File: src/hw/rpf_pkg.sv
// rpf_pkg: constants, register indices and state codes of the radio packet filter
// assumes 32-bit apb; byte address of a register is four times its index
package rpf_pkg;

	localparam int RPF_AW = 18;
	localparam int RPF_IW = 16;

	// register indices; byte address = index * 4
	localparam logic [RPF_IW-1:0] RPF_IDX_SYNC_HI = 16'hdf00;
	localparam logic [RPF_IW-1:0] RPF_IDX_SYNC_LO = 16'hdf01;
	localparam logic [RPF_IW-1:0] RPF_IDX_SIZE_LIM = 16'hdf02;
	localparam logic [RPF_IW-1:0] RPF_IDX_FILT_CTL = 16'hdf03;
	localparam logic [RPF_IW-1:0] RPF_IDX_DEV_ADDR = 16'hdf05;
	localparam logic [RPF_IW-1:0] RPF_IDX_TOUT_C = 16'hdf2f;
	localparam logic [RPF_IW-1:0] RPF_IDX_TOUT_B = 16'hdf30;
	localparam logic [RPF_IW-1:0] RPF_IDX_TOUT_A = 16'hdf31;
	localparam logic [RPF_IW-1:0] RPF_IDX_MODE = 16'hdf40;
	localparam logic [RPF_IW-1:0] RPF_IDX_STATUS = 16'hdf41;

	// reset values
	localparam logic [7:0] RPF_RST_SYNC_HI = 8'hd3;
	localparam logic [7:0] RPF_RST_SYNC_LO = 8'h91;
	localparam logic [7:0] RPF_RST_SIZE_LIM = 8'hff;
	localparam logic [7:0] RPF_RST_FILT_CTL = 8'h04;
	localparam logic [7:0] RPF_RST_DEV_ADDR = 8'h00;
	localparam logic [7:0] RPF_RST_TOUT = 8'h00;
	localparam logic [7:0] RPF_RST_MODE = 8'h00;

	// writable bit masks; other bits read zero
	localparam logic [7:0] RPF_MSK_FILT_CTL = 8'he7;
	localparam logic [7:0] RPF_MSK_TOUT_AC = 8'h7f;
	localparam logic [7:0] RPF_MSK_TOUT_B = 8'hff;
	localparam logic [7:0] RPF_MSK_MODE = 8'h01;

	// field positions
	localparam int RPF_SEL_MSB = 5;
	localparam int RPF_INV_BIT = 6;
	localparam int RPF_DS_BIT = 7;
	localparam int RPF_PQT_MSB = 7;
	localparam int RPF_PQT_LSB = 5;
	localparam int RPF_APPEND_BIT = 2;
	localparam int RPF_ADR_MSB = 1;
	localparam int RPF_FIXED_BIT = 0;

	// address filter modes
	localparam logic [1:0] RPF_ADR_OFF = 2'h0;
	localparam logic [1:0] RPF_ADR_NOBC = 2'h1;
	localparam logic [1:0] RPF_ADR_BC0 = 2'h2;
	localparam logic [1:0] RPF_ADR_BC0FF = 2'h3;
	localparam logic [7:0] RPF_BCAST_LO = 8'h00;
	localparam logic [7:0] RPF_BCAST_HI = 8'hff;

	// preamble quality counter steps
	localparam logic [7:0] RPF_PQ_INC = 8'h01;
	localparam logic [7:0] RPF_PQ_DEC = 8'h08;
	localparam logic [7:0] RPF_PQ_MAX = 8'hff;
	localparam logic [2:0] RPF_LAST_BIT = 3'h7;

	typedef enum logic [2:0] {
		RPF_HUNT = 3'b000,
		RPF_LEN = 3'b001,
		RPF_PAYLOAD = 3'b010,
		RPF_STAT1 = 3'b011,
		RPF_STAT2 = 3'b100
	} rpf_state_e;

	typedef enum logic [3:0] {
		RPF_R_NONE = 4'h0,
		RPF_R_SYNC_HI = 4'h1,
		RPF_R_SYNC_LO = 4'h2,
		RPF_R_SIZE_LIM = 4'h3,
		RPF_R_FILT_CTL = 4'h4,
		RPF_R_DEV_ADDR = 4'h5,
		RPF_R_TOUT_C = 4'h6,
		RPF_R_TOUT_B = 4'h7,
		RPF_R_TOUT_A = 4'h8,
		RPF_R_MODE = 4'h9,
		RPF_R_STATUS = 4'ha
	} rpf_reg_e;

endpackage
File: src/hw/rpf_filter.sv
// rpf_filter: radio packet filter configuration, sync hunt, length and address filtering
// assumes rx bits arrive synchronous to clk, one per rx_bit_valid pulse, msb first
`timescale 1ns/1ps
`default_nettype none

module rpf_filter
	import rpf_pkg::*;
(
	input wire logic clk,
	input wire logic nrst,
	input wire logic psel,
	input wire logic penable,
	input wire logic pwrite,
	input wire logic [RPF_AW-1:0] paddr,
	input wire logic [31:0] pwdata,
	input wire logic [3:0] pstrb,
	output logic [31:0] prdata,
	output logic pready,
	output logic pslverr,
	input wire logic rx_bit_valid,
	input wire logic rx_bit,
	input wire logic [7:0] rssi,
	input wire logic [6:0] link_quality_indicator,
	input wire logic crc_ok,
	input wire logic [63:0] dbg_sig,
	output logic [7:0] rx_data,
	output logic rx_data_valid,
	output logic sync_hit,
	output logic pkt_done,
	output logic pkt_drop,
	output logic port1_pin7,
	output logic port1_pin6,
	output logic port1_pin5,
	output logic pin_drive_strength
);

	typedef struct packed {
		// software visible configuration
		logic [7:0] sync_hi;
		logic [7:0] sync_lo;
		logic [7:0] size_lim;
		logic [7:0] filt_ctl;
		logic [7:0] dev_addr;
		logic [7:0] mode_ctl;
		logic [2:0][7:0] tcfg;

		// apb read capture
		logic [15:0] rdata;
		logic rerr;

		// sync hunt and byte framing
		logic [15:0] shreg;
		logic prev_bit;
		logic [7:0] pq_cnt;
		rpf_state_e st;
		logic [2:0] bit_cnt;
		logic [7:0] byte_sh;
		logic [7:0] remain;
		logic first;

		// registered outputs
		logic [7:0] rx_data;
		logic rx_valid;
		logic sync_hit;
		logic pkt_done;
		logic pkt_drop;

		// test pins lag their config by one cycle
		logic [2:0] tout;
		logic drv;
	} rpf_regs_s;

	rpf_regs_s r;
	rpf_regs_s next_r;

	// misaligned or unknown addresses decode to none
	function automatic rpf_reg_e reg_decode(input logic [RPF_AW-1:0] a);
		logic [RPF_IW-1:0] idx;
		idx = a[RPF_AW-1:2];
		if (a[1:0] != 2'h0) begin
			return RPF_R_NONE;
		end
		unique case (idx)
			RPF_IDX_SYNC_HI: return RPF_R_SYNC_HI;
			RPF_IDX_SYNC_LO: return RPF_R_SYNC_LO;
			RPF_IDX_SIZE_LIM: return RPF_R_SIZE_LIM;
			RPF_IDX_FILT_CTL: return RPF_R_FILT_CTL;
			RPF_IDX_DEV_ADDR: return RPF_R_DEV_ADDR;
			RPF_IDX_TOUT_C: return RPF_R_TOUT_C;
			RPF_IDX_TOUT_B: return RPF_R_TOUT_B;
			RPF_IDX_TOUT_A: return RPF_R_TOUT_A;
			RPF_IDX_MODE: return RPF_R_MODE;
			RPF_IDX_STATUS: return RPF_R_STATUS;
			default: return RPF_R_NONE;
		endcase
	endfunction

	// saturating quality counter step
	function automatic logic [7:0] pq_step(input logic [7:0] c, input logic same);
		logic [7:0] n;
		n = c;
		if (same) begin
			// floor at zero: a long run of equal bits must not wrap
			if (c > RPF_PQ_DEC) begin
				n = c - RPF_PQ_DEC;
			end else begin
				n = 8'h00;
			end
		end else if (c != RPF_PQ_MAX) begin
			n = c + RPF_PQ_INC;
		end
		return n;
	endfunction

	// own address always passes; broadcast codes only as the mode allows
	function automatic logic addr_ok(input logic [1:0] m, input logic [7:0] b,
			input logic [7:0] own);
		logic hit;
		logic bc_lo;
		logic bc_hi;
		hit = (b == own);
		bc_lo = (b == RPF_BCAST_LO);
		bc_hi = (b == RPF_BCAST_HI);
		unique case (m)
			RPF_ADR_OFF: begin
				hit = 1'b1;
			end
			RPF_ADR_NOBC: begin
				hit = hit;
			end
			RPF_ADR_BC0: begin
				hit = hit || bc_lo;
			end
			RPF_ADR_BC0FF: begin
				hit = hit || bc_lo || bc_hi;
			end
		endcase
		return hit;
	endfunction

	// one test pin: selected internal signal, optionally inverted
	function automatic logic tout_level(input logic [7:0] cfg, input logic [63:0] sigs);
		logic lvl;
		lvl = sigs[cfg[RPF_SEL_MSB:0]];
		return lvl ^ cfg[RPF_INV_BIT];
	endfunction

	rpf_reg_e acc_reg;
	logic [1:0] adr_mode;
	logic [2:0] preamble_quality_threshold;
	logic append;
	logic [7:0] new_byte;
	logic [15:0] new_sh;
	logic pq_pass;
	logic sync_seen;

	assign acc_reg = reg_decode(paddr);
	assign adr_mode = r.filt_ctl[RPF_ADR_MSB:0];
	assign preamble_quality_threshold = r.filt_ctl[RPF_PQT_MSB:RPF_PQT_LSB];
	assign append = r.filt_ctl[RPF_APPEND_BIT];
	assign new_byte = {r.byte_sh[6:0], rx_bit};
	assign new_sh = {r.shreg[14:0], rx_bit};
	// threshold zero bypasses the gate entirely
	assign pq_pass = (preamble_quality_threshold == 3'h0) || (r.pq_cnt >= {3'h0, preamble_quality_threshold, 2'h0});
	assign sync_seen = (new_sh == {r.sync_hi, r.sync_lo});

	always_comb begin
		next_r = r;
		next_r.rx_valid = 1'b0;
		next_r.sync_hit = 1'b0;
		next_r.pkt_done = 1'b0;
		next_r.pkt_drop = 1'b0;

		// read data captured in the setup phase so prdata comes from flops
		if (psel && !penable) begin
			next_r.rerr = (acc_reg == RPF_R_NONE);
			unique case (acc_reg)
				RPF_R_SYNC_HI: next_r.rdata = {8'h00, r.sync_hi};
				RPF_R_SYNC_LO: next_r.rdata = {8'h00, r.sync_lo};
				RPF_R_SIZE_LIM: next_r.rdata = {8'h00, r.size_lim};
				RPF_R_FILT_CTL: next_r.rdata = {8'h00, r.filt_ctl};
				RPF_R_DEV_ADDR: next_r.rdata = {8'h00, r.dev_addr};
				RPF_R_TOUT_C: next_r.rdata = {8'h00, r.tcfg[2]};
				RPF_R_TOUT_B: next_r.rdata = {8'h00, r.tcfg[1]};
				RPF_R_TOUT_A: next_r.rdata = {8'h00, r.tcfg[0]};
				RPF_R_MODE: next_r.rdata = {8'h00, r.mode_ctl};
				RPF_R_STATUS: next_r.rdata = {5'h00, r.st, r.pq_cnt};
				RPF_R_NONE: next_r.rdata = 16'h0000;
			endcase
		end

		// only byte lane 0 carries register data
		if (psel && penable && pwrite && pstrb[0]) begin
			unique case (acc_reg)
				RPF_R_SYNC_HI: next_r.sync_hi = pwdata[7:0];
				RPF_R_SYNC_LO: next_r.sync_lo = pwdata[7:0];
				RPF_R_SIZE_LIM: next_r.size_lim = pwdata[7:0];
				RPF_R_FILT_CTL: next_r.filt_ctl = pwdata[7:0] & RPF_MSK_FILT_CTL;
				RPF_R_DEV_ADDR: next_r.dev_addr = pwdata[7:0];
				RPF_R_TOUT_C: next_r.tcfg[2] = pwdata[7:0] & RPF_MSK_TOUT_AC;
				RPF_R_TOUT_B: next_r.tcfg[1] = pwdata[7:0] & RPF_MSK_TOUT_B;
				RPF_R_TOUT_A: next_r.tcfg[0] = pwdata[7:0] & RPF_MSK_TOUT_AC;
				RPF_R_MODE: next_r.mode_ctl = pwdata[7:0] & RPF_MSK_MODE;
				RPF_R_STATUS: next_r.mode_ctl = r.mode_ctl;
				RPF_R_NONE: next_r.mode_ctl = r.mode_ctl;
			endcase
		end

		// receive bit path
		if (rx_bit_valid) begin
			next_r.prev_bit = rx_bit;
			next_r.byte_sh = new_byte;
			next_r.bit_cnt = r.bit_cnt + 3'h1;
			unique case (r.st)
				RPF_HUNT: begin
					next_r.shreg = new_sh;
					next_r.pq_cnt = pq_step(r.pq_cnt, rx_bit == r.prev_bit);
					// quality gate compares the count before this bit
					if (sync_seen && pq_pass) begin
						next_r.sync_hit = 1'b1;
						next_r.pq_cnt = 8'h00;
						next_r.shreg = 16'h0000;
						next_r.bit_cnt = 3'h0;
						next_r.first = 1'b1;
						next_r.remain = r.size_lim;
						if (!r.mode_ctl[RPF_FIXED_BIT]) begin
							next_r.st = RPF_LEN;
						end else if (r.size_lim == 8'h00) begin
							next_r.st = append ? RPF_STAT1 : RPF_HUNT;
							next_r.pkt_done = !append;
						end else begin
							next_r.st = RPF_PAYLOAD;
						end
					end
				end
				RPF_LEN: begin
					if (r.bit_cnt == RPF_LAST_BIT) begin
						// an oversize length drops the frame before any payload
						next_r.rx_data = new_byte;
						if (new_byte > r.size_lim) begin
							next_r.pkt_drop = 1'b1;
							next_r.st = RPF_HUNT;
						end else if (new_byte == 8'h00) begin
							next_r.rx_valid = 1'b1;
							next_r.st = append ? RPF_STAT1 : RPF_HUNT;
							next_r.pkt_done = !append;
						end else begin
							next_r.rx_valid = 1'b1;
							next_r.remain = new_byte;
							next_r.st = RPF_PAYLOAD;
						end
					end
				end
				RPF_PAYLOAD: begin
					if (r.bit_cnt == RPF_LAST_BIT) begin
						next_r.first = 1'b0;
						next_r.remain = r.remain - 8'h01;
						next_r.rx_data = new_byte;
						if (r.first && !addr_ok(adr_mode, new_byte, r.dev_addr)) begin
							next_r.pkt_drop = 1'b1;
							next_r.st = RPF_HUNT;
						end else begin
							next_r.rx_valid = 1'b1;
							if (r.remain == 8'h01) begin
								next_r.st = append ? RPF_STAT1 : RPF_HUNT;
								next_r.pkt_done = !append;
							end
						end
					end
				end
				default: next_r.st = r.st;
			endcase
		end

		// status bytes follow on consecutive cycles; incoming bits are ignored
		if (r.st == RPF_STAT1) begin
			next_r.rx_data = rssi;
			next_r.rx_valid = 1'b1;
			next_r.st = RPF_STAT2;
		end else if (r.st == RPF_STAT2) begin
			next_r.rx_data = {crc_ok, link_quality_indicator};
			next_r.rx_valid = 1'b1;
			next_r.pkt_done = 1'b1;
			next_r.st = RPF_HUNT;
		end

		// test outputs and pin drive
		for (int i = 0; i < 3; i++) begin
			next_r.tout[i] = tout_level(r.tcfg[i], dbg_sig);
		end
		next_r.drv = r.tcfg[1][RPF_DS_BIT];
	end

	// reset loads register defaults; everything else clears
	always_ff @(posedge clk or negedge nrst) begin
		if (!nrst) begin
			r <= '0;
			r.sync_hi <= RPF_RST_SYNC_HI;
			r.sync_lo <= RPF_RST_SYNC_LO;
			r.size_lim <= RPF_RST_SIZE_LIM;
			r.filt_ctl <= RPF_RST_FILT_CTL;
			r.dev_addr <= RPF_RST_DEV_ADDR;
			r.mode_ctl <= RPF_RST_MODE;
			r.tcfg <= {RPF_RST_TOUT, RPF_RST_TOUT, RPF_RST_TOUT};
			r.st <= RPF_HUNT;
		end else begin
			r <= next_r;
		end
	end

	assign prdata = {16'h0000, r.rdata};
	assign pready = psel & penable;
	assign pslverr = psel & penable & r.rerr;
	assign rx_data = r.rx_data;
	assign rx_data_valid = r.rx_valid;
	assign sync_hit = r.sync_hit;
	assign pkt_done = r.pkt_done;
	assign pkt_drop = r.pkt_drop;
	assign port1_pin5 = r.tout[0];
	assign port1_pin6 = r.tout[1];
	assign port1_pin7 = r.tout[2];
	assign pin_drive_strength = r.drv;

endmodule // rpf_filter

`default_nettype wire

File: config.mk
export PLATFORM = sky130hd
export DESIGN_NAME = rpf_filter
export DESIGN_NICKNAME = d
export VERILOG_FILES = /design/src/hw/rpf_pkg.sv /design/src/hw/rpf_filter.sv
export SDC_FILE = /design/constraint.sdc
export NUM_CORES = 1
export LEC_CHECK = 0
export BUFFER_PORTS_ARGS = -buffer_cell sky130_fd_sc_hd__buf_2
export CELL_PAD_IN_SITES_DETAIL_PLACEMENT = 2
export CELL_PAD_IN_SITES_GLOBAL_PLACEMENT = 2
export CORE_MARGIN = 10
export CORE_UTILIZATION = 36
export DETAILED_ROUTE_END_ITERATION = 16
export GPL_ROUTABILITY_DRIVEN = 0
export GPL_TIMING_DRIVEN = 0
export MAX_ROUTING_LAYER = met4
export PLACE_DENSITY = 0.92
export SLEW_MARGIN = 20
export SYNTH_ARGS = -nofsm -noshare
export SYNTH_HDL_FRONTEND = slang
export SYNTH_SLANG_ARGS = --single-unit
File: constraint.sdc
create_clock -name clk -period 3 [get_ports clk]
set_clock_uncertainty 0.05 [all_clocks]
set_input_delay 0.45 -clock clk [delete_from_list [all_inputs] [get_ports clk]]
set_output_delay 0.45 -clock clk [all_outputs]
set_load 0.05 [all_outputs]
==> results.json, run 1 <==
{
  "io_pins": 191,
  "dp_hpwl_um": 29500,
  "synth.top_cell.area_share": 0.311,
  "post_drt_via_cell_ratio": 6.42,
  "die_area_sq_um": 33000,
  "wl_um": 43000,
  "clk_latency_ns": 0.46,
  "hold_viol": 0,
  "fp.dieH_um": 182,
  "synth_area_leaders": "dfrtp_1 31%, mux4_2 15%, mux2_2 7.3%",
  "synth_cells": 877,
  "grt_pass1_wl_um": 63700,
  "critical_path_class": "input pin to flip-flop",
  "cts_root_buf": "clkbuf_16",
  "drtPass1Iterations": 6,
  "tns_ns": -0.0333,
  "cp_max_fo": 9,
  "clkSinkCount": 134,
  "grt_usage": 0.256,
  "mostFrequentLayoutCells": "146 x buf_2, 117 x dfrtp_1, 70 x nand2_1",
  "cts_buffer_depth": 2,
  "leakagePower_nw": 5.01,
  "drive_gt1_frac": 0.374,
  "fin_ws_ns": -0.0333,
  "worst_slew_pin_slew_ns": 1.07,
  "ys.flop_type": "dfrtp_1",
  "num-nets-final": 1215,
  "antenna_found_initial": 3,
  "yosys_warnings": 0,
  "htree_num_levels": 4,
  "violations": "negative setup slack",
  "cp-end-kind": "flip-flop",
  "wl_per_cell_um": 30.6,
  "grt_max_degree": 88,
  "nFillCells": 2704,
  "period_needed_ns": 3.03,
  "final_max_slew_viol_count": 0,
  "first_global_vias": 9996,
  "async_reset_ff_frac": 1.00,
  "initial_core_util": 0.363,
  "cts_tree": "yes",
  "num_vias": 9025,
  "drtIter0Drc": 951,
  "total_power_mw": 7.58,
  "r2r_slack_ns": 0.04,
  "ys_seq_area_frac": 0.359,
  "startpoint_type": "input pin",
  "min_path_type": "input pin to flip-flop",
  "syn_area_per_cell_sq_um": 10.7,
  "cap_violations": 0,
  "layout_commonest_cell": "buf_2",
  "drc": 0,
  "max_freq_mhz": 330,
  "cp_data_required_time_ns": 3.25,
  "period_share": 1.01,
  "areaGrowthSynthToFinish_pct": 20.7,
  "synth_edf_count": 0,
  "grt-ovfl-total": 0,
  "power_density_nw_per_um2": 669,
  "cp_data_arrival_time_ns": 3.28,
  "die_w_um": 182,
  "yosysTopAreaCell": "dfrtp_1",
  "ir_drop_mv": 0.440,
  "status": "finished, violations left",
  "ys_types": 73,
  "detail-route-antenna-nets": 0,
  "maxSlewHeadroom": 0.280,
  "cts_buffers": 17,
  "holdWs_ns": 0.261,
  "setup_viol": 1,
  "fp.coreArea_sq_um": 25900,
  "ys_ff_latch": 134,
  "rows": 59,
  "portBuffers": 138,
  "path_clk_slew_ns": 0.06,
  "syn_area_sq_um": 9400
}
-- critical path, stage by stage --
cell	delay (ns)
buf_2	0.16
nor3_1	0.33
a32oi_2	0.19
o31ai_2	0.71
a21oi_1	0.31
a221o_1	0.37
a222oi_1	0.56
a21oi_1	0.20
-- cells by family (layout without fill, tap and decap cells) --
| family | after synthesis | in the layout | share of synthesized area |
|---|---|---|---|
| and+or+nand+nor | 235 | 235 | 0.133 |
| AOI/OAI and AO/OA | 200 | 200 | 0.152 |
| DFF | 134 | 134 | 0.359 |
| muxes | 130 | 130 | 0.230 |
| buffers and inverters | 123 | 292 | 0.0667 |
| xor gates and xnor gates | 32 | 32 | 0.0298 |
| adders and majority gates | 22 | 22 | 0.0290 |
| other | 1 | 25 | 0.000399 |
-- routing by layer --
layer | vias up | GRT usage | routed length (um)
met5 | - | - | 0
met4 | 0 | 0.134 | 2270
met3 | 150 | 0.0563 | 2800
met2 | 496 | 0.424 | 21700
met1 | 4708 | 0.283 | 16200
li1 | 3671 | - | -
-- final cells by class --
type                            instances  area [sq um]  area share
Multi-Input combinational cell        640          5550       0.489
Sequential cell                       134          3370       0.297
Timing Repair Buffer                  143           761      0.0671
Buffer                                 89           515      0.0454
Clock buffer                           20           457      0.0403
Tap cell                              335           419      0.0370
Clock inverter                         12           153      0.0135
Inverter                               28           105     0.00927
Antenna cell                            4          10.0    0.000882
-- power by group --
part	switching (mW)	internal, mW
Clock	0.896	1.35
Combinational	1.83	1.00
Sequential	0.387	2.11
-- repair_timing --
item	CTS	global route
hold buffers	1	0
pin swaps	0	2
gates resized for setup	12	10
buffers inserted	0	3
hold endpoints to repair	43	0
endpoints found under the setup margin	12	37
-- final timing paths --
check | from | end | depth (start not counted)
setup / recovery | paddr[3] | prdata[1]$_DFFE_PN0P_ | 8
hold / removal | pwdata[7] | r[136]$_DFFE_PN1P_ | 3
setup reg to reg | r[82]$_DFFE_PN0P_ | port1_pin5$_DFF_PN0_ | 5
hold reg to reg | prdata[10]$_DFFE_PN0P_ | prdata[10]$_DFFE_PN0P_ | 2
max in group asynchronous | nrst | r[133]$_DFFE_PN1P_ | 3
min in group asynchronous | nrst | r[43]$_DFFE_PN0P_ | 2
-- through the flow --
step                worst slack (ns)  cell area (sq um)  std cells   util
floorplan                      0.313               9480        897      -
global placement              -0.669              10600       1370  0.409
detailed placement            -0.874              10600       1371  0.410
CTS                          0.00520              11300       1402  0.435
global route                 -0.0865              11300       1404  0.438
finish                       -0.0333              11300       1405  0.438
-- cells in the mapped netlist, drive strengths merged, types with 17 or more instances --
library cell  count
a21oi            32
nand3            17
mux4             63
o211ai           17
buf              57
mux2             61
ha               21
inv              28
nand2            70
xor2             21
nor2             40
o21ai            46
dfstp            17
dfrtp           117
clkbuf           38
-- flip-flops by register name, indices dropped and copies added (netlist names), 2 cells and up --
| signal | flops |
|---|---|
| r | 78 |
| new_sh | 15 |
| prdata | 11 |
| rx_data | 8 |
| new_byte | 7 |
| preamble_quality_threshold | 3 |
| adr_mode | 2 |
Power figures use the tool's default switching activity.
==> run 2: changes to the inputs <==
--- a/config.mk
+++ b/config.mk
@@ -10,11 +10,13 @@
 export CELL_PAD_IN_SITES_GLOBAL_PLACEMENT = 2
 export CORE_MARGIN = 10
 export CORE_UTILIZATION = 36
+export CTS_BUF_LIST = sky130_fd_sc_hd__clkbuf_16
 export DETAILED_ROUTE_END_ITERATION = 16
 export GPL_ROUTABILITY_DRIVEN = 0
 export GPL_TIMING_DRIVEN = 0
 export MAX_ROUTING_LAYER = met4
 export PLACE_DENSITY = 0.92
+export RECOVER_POWER = 50
 export SLEW_MARGIN = 20
 export SYNTH_ARGS = -nofsm -noshare
 export SYNTH_HDL_FRONTEND = slang
==> constraint.sdc (replaced) <==
create_clock -name clk -period 3.21 [get_ports clk]
set_clock_uncertainty 0.05 [all_clocks]
set_input_delay 0.4815 -clock clk [delete_from_list [all_inputs] [get_ports clk]]
set_output_delay 0.4815 -clock clk [all_outputs]
set_load 0.05 [all_outputs]
==> run 2 against run 1 <==
Against the previous run:
- the run now ends clean
- first-iteration DRC count increased by 7.4%
- highest routed layer unchanged
- critical path depth is 2 lower
- sequential power down 6%
- combinational power down 9.9%
- total power down 8.6%
- cell area decreased by 0.93%
- wire length shrank 4.3%
- count of clock-buffer cells in the layout fell by 3
- utilization fell by 0.41 points
- largest cell class unchanged
- global-route usage shrank 1.1 points
- die area is the same
- non-clock buffer count increased by 2
- critical path type is now flip-flop to flip-flop
- critical endpoint is now port1_pin5$_DFF_PN0_
==> results.json, run 2 (same netlist as run 1, synthesis figures left out) <==
{
  "reg2reg_depth": 6,
  "max_freq_mhz": 322,
  "cp_data_arrival_time_ns": 3.38,
  "ir_drop_mv": 0.429,
  "layout_commonest_cell": "buf_2",
  "cts_tree": "yes",
  "worst_slew_pin_slew_ns": 1.38,
  "setup_viol": 0,
  "clk_latency_ns": 0.45,
  "fin_ws_ns": 0.106,
  "clkSinkCount": 134,
  "cts_buffer_depth": 2,
  "r2r_slack_ns": 0.11,
  "nFillCells": 2759,
  "status": "complete, no violations",
  "first_global_vias": 9861,
  "grt_pass1_wl_um": 61100,
  "portBuffers": 138,
  "min_path_type": "input pin to flip-flop",
  "drtIter0Drc": 1021,
  "post-cts-setup-buffers": 0,
  "drc": 0,
  "initial_core_util": 0.363,
  "maxSlewHeadroom": 0.0830,
  "postPlaceCellArea_sq_um": 10600,
  "wl_per_cell_um": 29.2,
  "wl_um": 41200,
  "r2r_start": "r[81]$_DFFE_PN0P_",
  "design_area_sq_um": 11200,
  "num_vias": 8852,
  "hold_viol": 0,
  "r2r-end": "port1_pin5$_DFF_PN0_",
  "critical_path_class": "flip-flop to flip-flop",
  "grt-ovfl-total": 0,
  "cap_violations": 0,
  "power_density_nw_per_um2": 617,
  "fp.dieH_um": 182,
  "grt_max_degree": 88,
  "place_ws_ns": -0.695,
  "dp_hpwl_um": 29500,
  "areaGrowthSynthToFinish_pct": 19.6,
  "io_pins": 191,
  "path_clk_slew_ns": 0.07,
  "crit_chain": "buf_2 > buf_2 > mux4_2 > mux4_2 > mux4_2 > xor2_1",
  "period_share": 0.967,
  "largest_reg_flops": 78,
  "drive_gt1_frac": 0.355,
  "startpoint_type": "flip-flop",
  "cp-end-kind": "flip-flop",
  "die_area_sq_um": 33000,
  "leakagePower_nw": 4.95,
  "cp_common_cell": "mux4_2",
  "cpMaxStageDelayCell": "mux4_2",
  "hold_depth": 3,
  "cp_data_required_time_ns": 3.49,
  "top_register": "r",
  "rows": 59,
  "cts_buffers": 17,
  "final_max_slew_viol_count": 0,
  "holdCritStartpoint": "pwdata[7]",
  "mostFrequentLayoutCells": "143 x buf_2, 117 x dfrtp_1, 70 x nand2_1",
  "cp_max_fo": 10,
  "holdPathEnd": "r[136]$_DFFE_PN1P_",
  "num-nets-final": 1217,
  "cts_root_buf": "clkbuf_16",
  "post_drt_via_cell_ratio": 6.28,
  "drtPass1Iterations": 5,
  "antenna_found_initial": 4,
  "htree_num_levels": 4,
  "detail-route-antenna-nets": 0,
  "die_w_um": 182,
  "critical_path.max_stage_delay_ns": 0.61,
  "fp.coreArea_sq_um": 25900,
  "grt_usage": 0.245,
  "period_needed_ns": 3.10
}
[run 2: cell types whose count changed in the layout (fill, tap and decap cells not counted), moves of 2 or more]
cell	previous run	this run
diode_2	4	6
nor4_2	6	3
clkinv_1	0	2
clkbuf_8	2	0
buf_4	45	40
clkbuf_1	30	40
nor4_1	5	9
buf_2	146	143
[run 2: power breakdown]
group          switching (mW)  internal, mW  leakage [nW]  total [mW]
logic                    1.67         0.899          2.94        2.56
registers               0.361          1.97          1.72        2.34
clock network           0.821          1.21         0.293        2.03
[run 2: layout make-up]
type | count | area, sq um | area share
Multi-Input combinational cell | 640 | 5490 | 0.489
Sequential cell | 134 | 3370 | 0.300
Timing Repair Buffer | 140 | 721 | 0.0641
Buffer | 94 | 522 | 0.0464
Clock buffer | 17 | 425 | 0.0379
Tap cell | 335 | 419 | 0.0373
Clock inverter | 15 | 164 | 0.0146
Inverter | 28 | 105 | 0.00935
Antenna cell | 6 | 15.0 | 0.00134
[run 2: worst max-delay path by stage]
| stage | start | endpoint | slack, ns | cells after the start |
|---|---|---|---|---|
| 6_report | r[81]$_DFFE_PN0P_ | port1_pin5$_DFF_PN0_ | 0.11 | 6 |
| 5_1_grt | r[81]$_DFFE_PN0P_ | port1_pin5$_DFF_PN0_ | -0.02 | 6 |
| 4_1_cts | r[130]$_DFFE_PN1P_ | r[24]$_DFFE_PN0P_ | 0.01 | 10 |
| 3_5_place_dp | rx_bit | r[22]$_DFFE_PN0P_ | -0.70 | 12 |
| 3_3_place_gp | rx_bit | r[17]$_DFFE_PN0P_ | -0.49 | 12 |
| 2_1_floorplan | rx_bit | r[17]$_DFFE_PN0P_ | 0.49 | 11 |
[run 2: worst max-delay path: cells and delay by family, from the launching register on]
| family | cells | cell delay (ns) |
|---|---|---|
| muxes | 3 | 1.68 |
| DFF | 1 | 0.35 |
| xor gates and xnor gates | 1 | 0.17 |
| buffers and inverters | 2 | 0.72 |
[run 2: repair_timing]
action / CTS / global route
gates resized for setup: 6 / 2
setup endpoints to repair: 11 / 9
hold endpoints to repair: 43 / 0
hold buffers: 1 / 0
[run 2: metal layers]
layer | GRT usage | routed length (um)
met5 | - | 0
met4 | 0.111 | 1860
met3 | 0.0567 | 2800
met2 | 0.412 | 20900
met1 | 0.272 | 15600
[run 2: per-stage QoR]
stage	std cells	hold slack, ns	setup TNS (ns)	utilization	total power, mW
floorplan	897	0.136	0	-	3.95
finish	1409	0.288	0	0.434	6.93
global route	1409	0.307	-0.0156	0.434	7.29
CTS	1404	0.295	0	0.434	6.92
detailed placement	1371	0.370	-7.17	0.410	4.80
global placement	1370	0.401	-35.46	0.409	4.63
==> run 3: changes to the inputs <==
--- a/config.mk
+++ b/config.mk
@@ -6,16 +6,14 @@
 export NUM_CORES = 1
 export LEC_CHECK = 0
 export BUFFER_PORTS_ARGS = -buffer_cell sky130_fd_sc_hd__buf_2
-export CELL_PAD_IN_SITES_DETAIL_PLACEMENT = 2
-export CELL_PAD_IN_SITES_GLOBAL_PLACEMENT = 2
 export CORE_MARGIN = 10
-export CORE_UTILIZATION = 36
+export CORE_UTILIZATION = 56
 export CTS_BUF_LIST = sky130_fd_sc_hd__clkbuf_16
 export DETAILED_ROUTE_END_ITERATION = 16
 export GPL_ROUTABILITY_DRIVEN = 0
 export GPL_TIMING_DRIVEN = 0
 export MAX_ROUTING_LAYER = met4
-export PLACE_DENSITY = 0.92
+export PLACE_DENSITY = 0.91
 export RECOVER_POWER = 50
 export SLEW_MARGIN = 20
 export SYNTH_ARGS = -nofsm -noshare
==> run 3 against run 2 <==
Against the previous run:
- the run now ends with max-capacitance violations, max-slew violations left
- die area shrank 32%
- register-to-register slack got worse by 0.07 ns
- final cell count decreased by 8.5%
- non-clock buffer count up 1
- clock power shrank 4%
- setup slack worse by 0.066 ns
- first-iteration DRC count increased by 19%
- cell area fell by 1.6%
- largest cell class unchanged
- largest power group unchanged
==> results.json, run 3 (same netlist as run 1, synthesis figures left out) <==
{
  "status": "finished, violations left",
  "violations": "max-capacitance violations, max-slew violations",
  "intPower_mw": 4.02,
  "rsz0062_at_grt": "false",
  "pwr-share-comb": 0.360,
  "grt_usage": 0.270,
  "sw_frac_of_total": 0.395,
  "num-nets-final": 1218,
  "cp_num_buf_inv": 2,
  "cpMaxStageDelayCell": "clkbuf_1",
  "layout_commonest_cell": "buf_2",
  "cp-end-kind": "flip-flop",
  "p_clk_frac": 0.293,
  "antenna_found_initial": 0,
  "period_share": 0.988,
  "power_switching_mw": 2.62,
  "drtPass1Iterations": 10,
  "post_drt_via_cell_ratio": 6.66,
  "fp.dieH_um": 150,
  "cp_data_required_time_ns": 3.48,
  "drive_gt1_frac": 0.352,
  "hold_viol": 0,
  "critical_path.max_stage_delay_ns": 0.63,
  "setup_viol": 0,
  "design_area_sq_um": 11100,
  "crit_chain": "clkbuf_1 > clkbuf_1 > mux4_2 > mux4_2 > mux4_2 > xor2_1",
  "clk_latency_ns": 0.44,
  "cap_violations": 1,
  "num_vias": 8580,
  "final_max_slew_viol_count": 36,
  "cp_data_arrival_time_ns": 3.44,
  "htree_num_levels": 4,
  "die_area_sq_um": 22400,
  "nFillCells": 1179,
  "cts_buffer_depth": 2,
  "wl_per_cell_um": 23.0,
  "cts_buffers": 17,
  "rows": 47,
  "ir_drop_mv": 0.484,
  "mostFrequentLayoutCells": "144 x buf_2, 117 x dfrtp_1, 70 x nand2_1",
  "max_freq_mhz": 315,
  "cts_tree": "yes",
  "critical_path_class": "flip-flop to flip-flop",
  "postPlaceCellArea_sq_um": 10500,
  "post-cts-setup-buffers": 0,
  "dp_hpwl_um": 21800,
  "drc": 0,
  "startpoint_type": "flip-flop",
  "initial_core_util": 0.569,
  "maxSlewHeadroom": -0.458,
  "period_needed_ns": 3.17,
  "critPathTopFamily": "multiplexers",
  "cp_common_cell": "mux4_2",
  "first_global_vias": 8509,
  "largest_reg_flops": 78,
  "worst_slew_pin_slew_ns": 2.19,
  "path_clk_slew_ns": 0.07,
  "power_density_nw_per_um2": 600,
  "grt-ovfl-total": 0,
  "utilization": 0.669,
  "top_register": "r",
  "io_pins": 191,
  "drtIter0Drc": 1211,
  "fp.coreArea_sq_um": 16500,
  "areaGrowthSynthToFinish_pct": 17.7,
  "leakagePower_nw": 4.93,
  "grt_max_degree": 100,
  "diodes": 0,
  "p_seq_frac": 0.346,
  "cts_root_buf": "clkbuf_16",
  "clkSinkCount": 134,
  "detail-route-antenna-nets": 0,
  "portBuffers": 138,
  "cp_max_fo": 10,
  "wl_um": 29700,
  "min_path_type": "input pin to flip-flop",
  "grt_pass1_wl_um": 46100,
  "die_w_um": 150
}
run 3: cell types whose count changed in the layout (fill, tap and decap cells not counted), moves of 2 or more:
cell        change
clkinv_2        -3
clkinvlp_4      +3
inv_6           +4
diode_2         -6
clkbuf_2        -2
clkbuf_1        +2
clkinv_4        -2
run 3: path summary, 6_finish.rpt:
path / from / endpoint / slack [ns] / cells past startpoint
min in group asynchronous: nrst / prdata[4]$_DFFE_PN0P_ / 1.18 / 2
setup reg to reg: r[98]$_DFFE_PN0P_ / port1_pin7$_DFF_PN0_ / 0.04 / 6
hold / removal: pwdata[7] / r[136]$_DFFE_PN1P_ / 0.29 / 3
max in group asynchronous: nrst / append$_DFFE_PN1P_ / 0.60 / 3
setup / recovery: r[98]$_DFFE_PN0P_ / port1_pin7$_DFF_PN0_ / 0.04 / 6
hold reg to reg: next_r[0]$_DFFE_PN0P_ / pin_drive_strength$_DFF_PN0_ / 0.42 / 0
run 3: final cells by class:
cell class                      count  area, sq um  share of cell area
Multi-Input combinational cell    640         5480               0.496
Sequential cell                   134         3370               0.305
Timing Repair Buffer              140          721              0.0651
Buffer                             95          524              0.0474
Clock buffer                       17          425              0.0385
Tap cell                          220          275              0.0249
Clock inverter                     15          155              0.0140
Inverter                           28          105             0.00950
run 3: metal layers:
layer | share of wire | vias up | GRT usage
met3 | 0.11 | 167 | 0.0640
met1 | 0.36 | 4083 | 0.320
met4 | 0.054 | 0 | 0.136
li1 | - | 3673 | -
met5 | 0 | - | -
met2 | 0.48 | 657 | 0.422
run 3: repair_timing:
| action | CTS | global route |
|---|---|---|
| endpoints found under the setup margin | 2 | 10 |
| hold buffers | 1 | 0 |
| endpoints found under the hold margin | 35 | 0 |
| gates resized for setup | 1 | 5 |
run 3: worst register-to-register path, stage by stage, from the launching register on:
cell	delay, ns
dfrtp_1	0.32
clkbuf_1	0.47
clkbuf_1	0.63
mux4_2	0.40
mux4_2	0.52
mux4_2	0.50
xor2_1	0.15
run 3: per-stage QoR:
stage          std cells  setup slack, ns  TNS (ns)  hold WS (ns)  total power, mW
3_3_place_gp        1255           -0.251    -17.40         0.384             4.52
3_5_place_dp        1256           -0.365     -2.74         0.324             4.61
5_1_grt             1289           0.0161         0         0.331             6.95
6_report            1289           0.0395         0         0.293             6.64
2_1_floorplan        897            0.491         0         0.136             3.95
4_1_cts             1289           0.0483         0         0.291             6.59
run 3: power groups by stage:
stage	Sequential [mW]	Combinational [mW]	Clock (mW)
finish	2.30	2.39	1.95
global route	2.33	2.59	2.03
CTS	2.28	2.35	1.95
detailed placement	2.31	2.31	0
global placement	2.29	2.23	0
floorplan	2.24	1.71	0
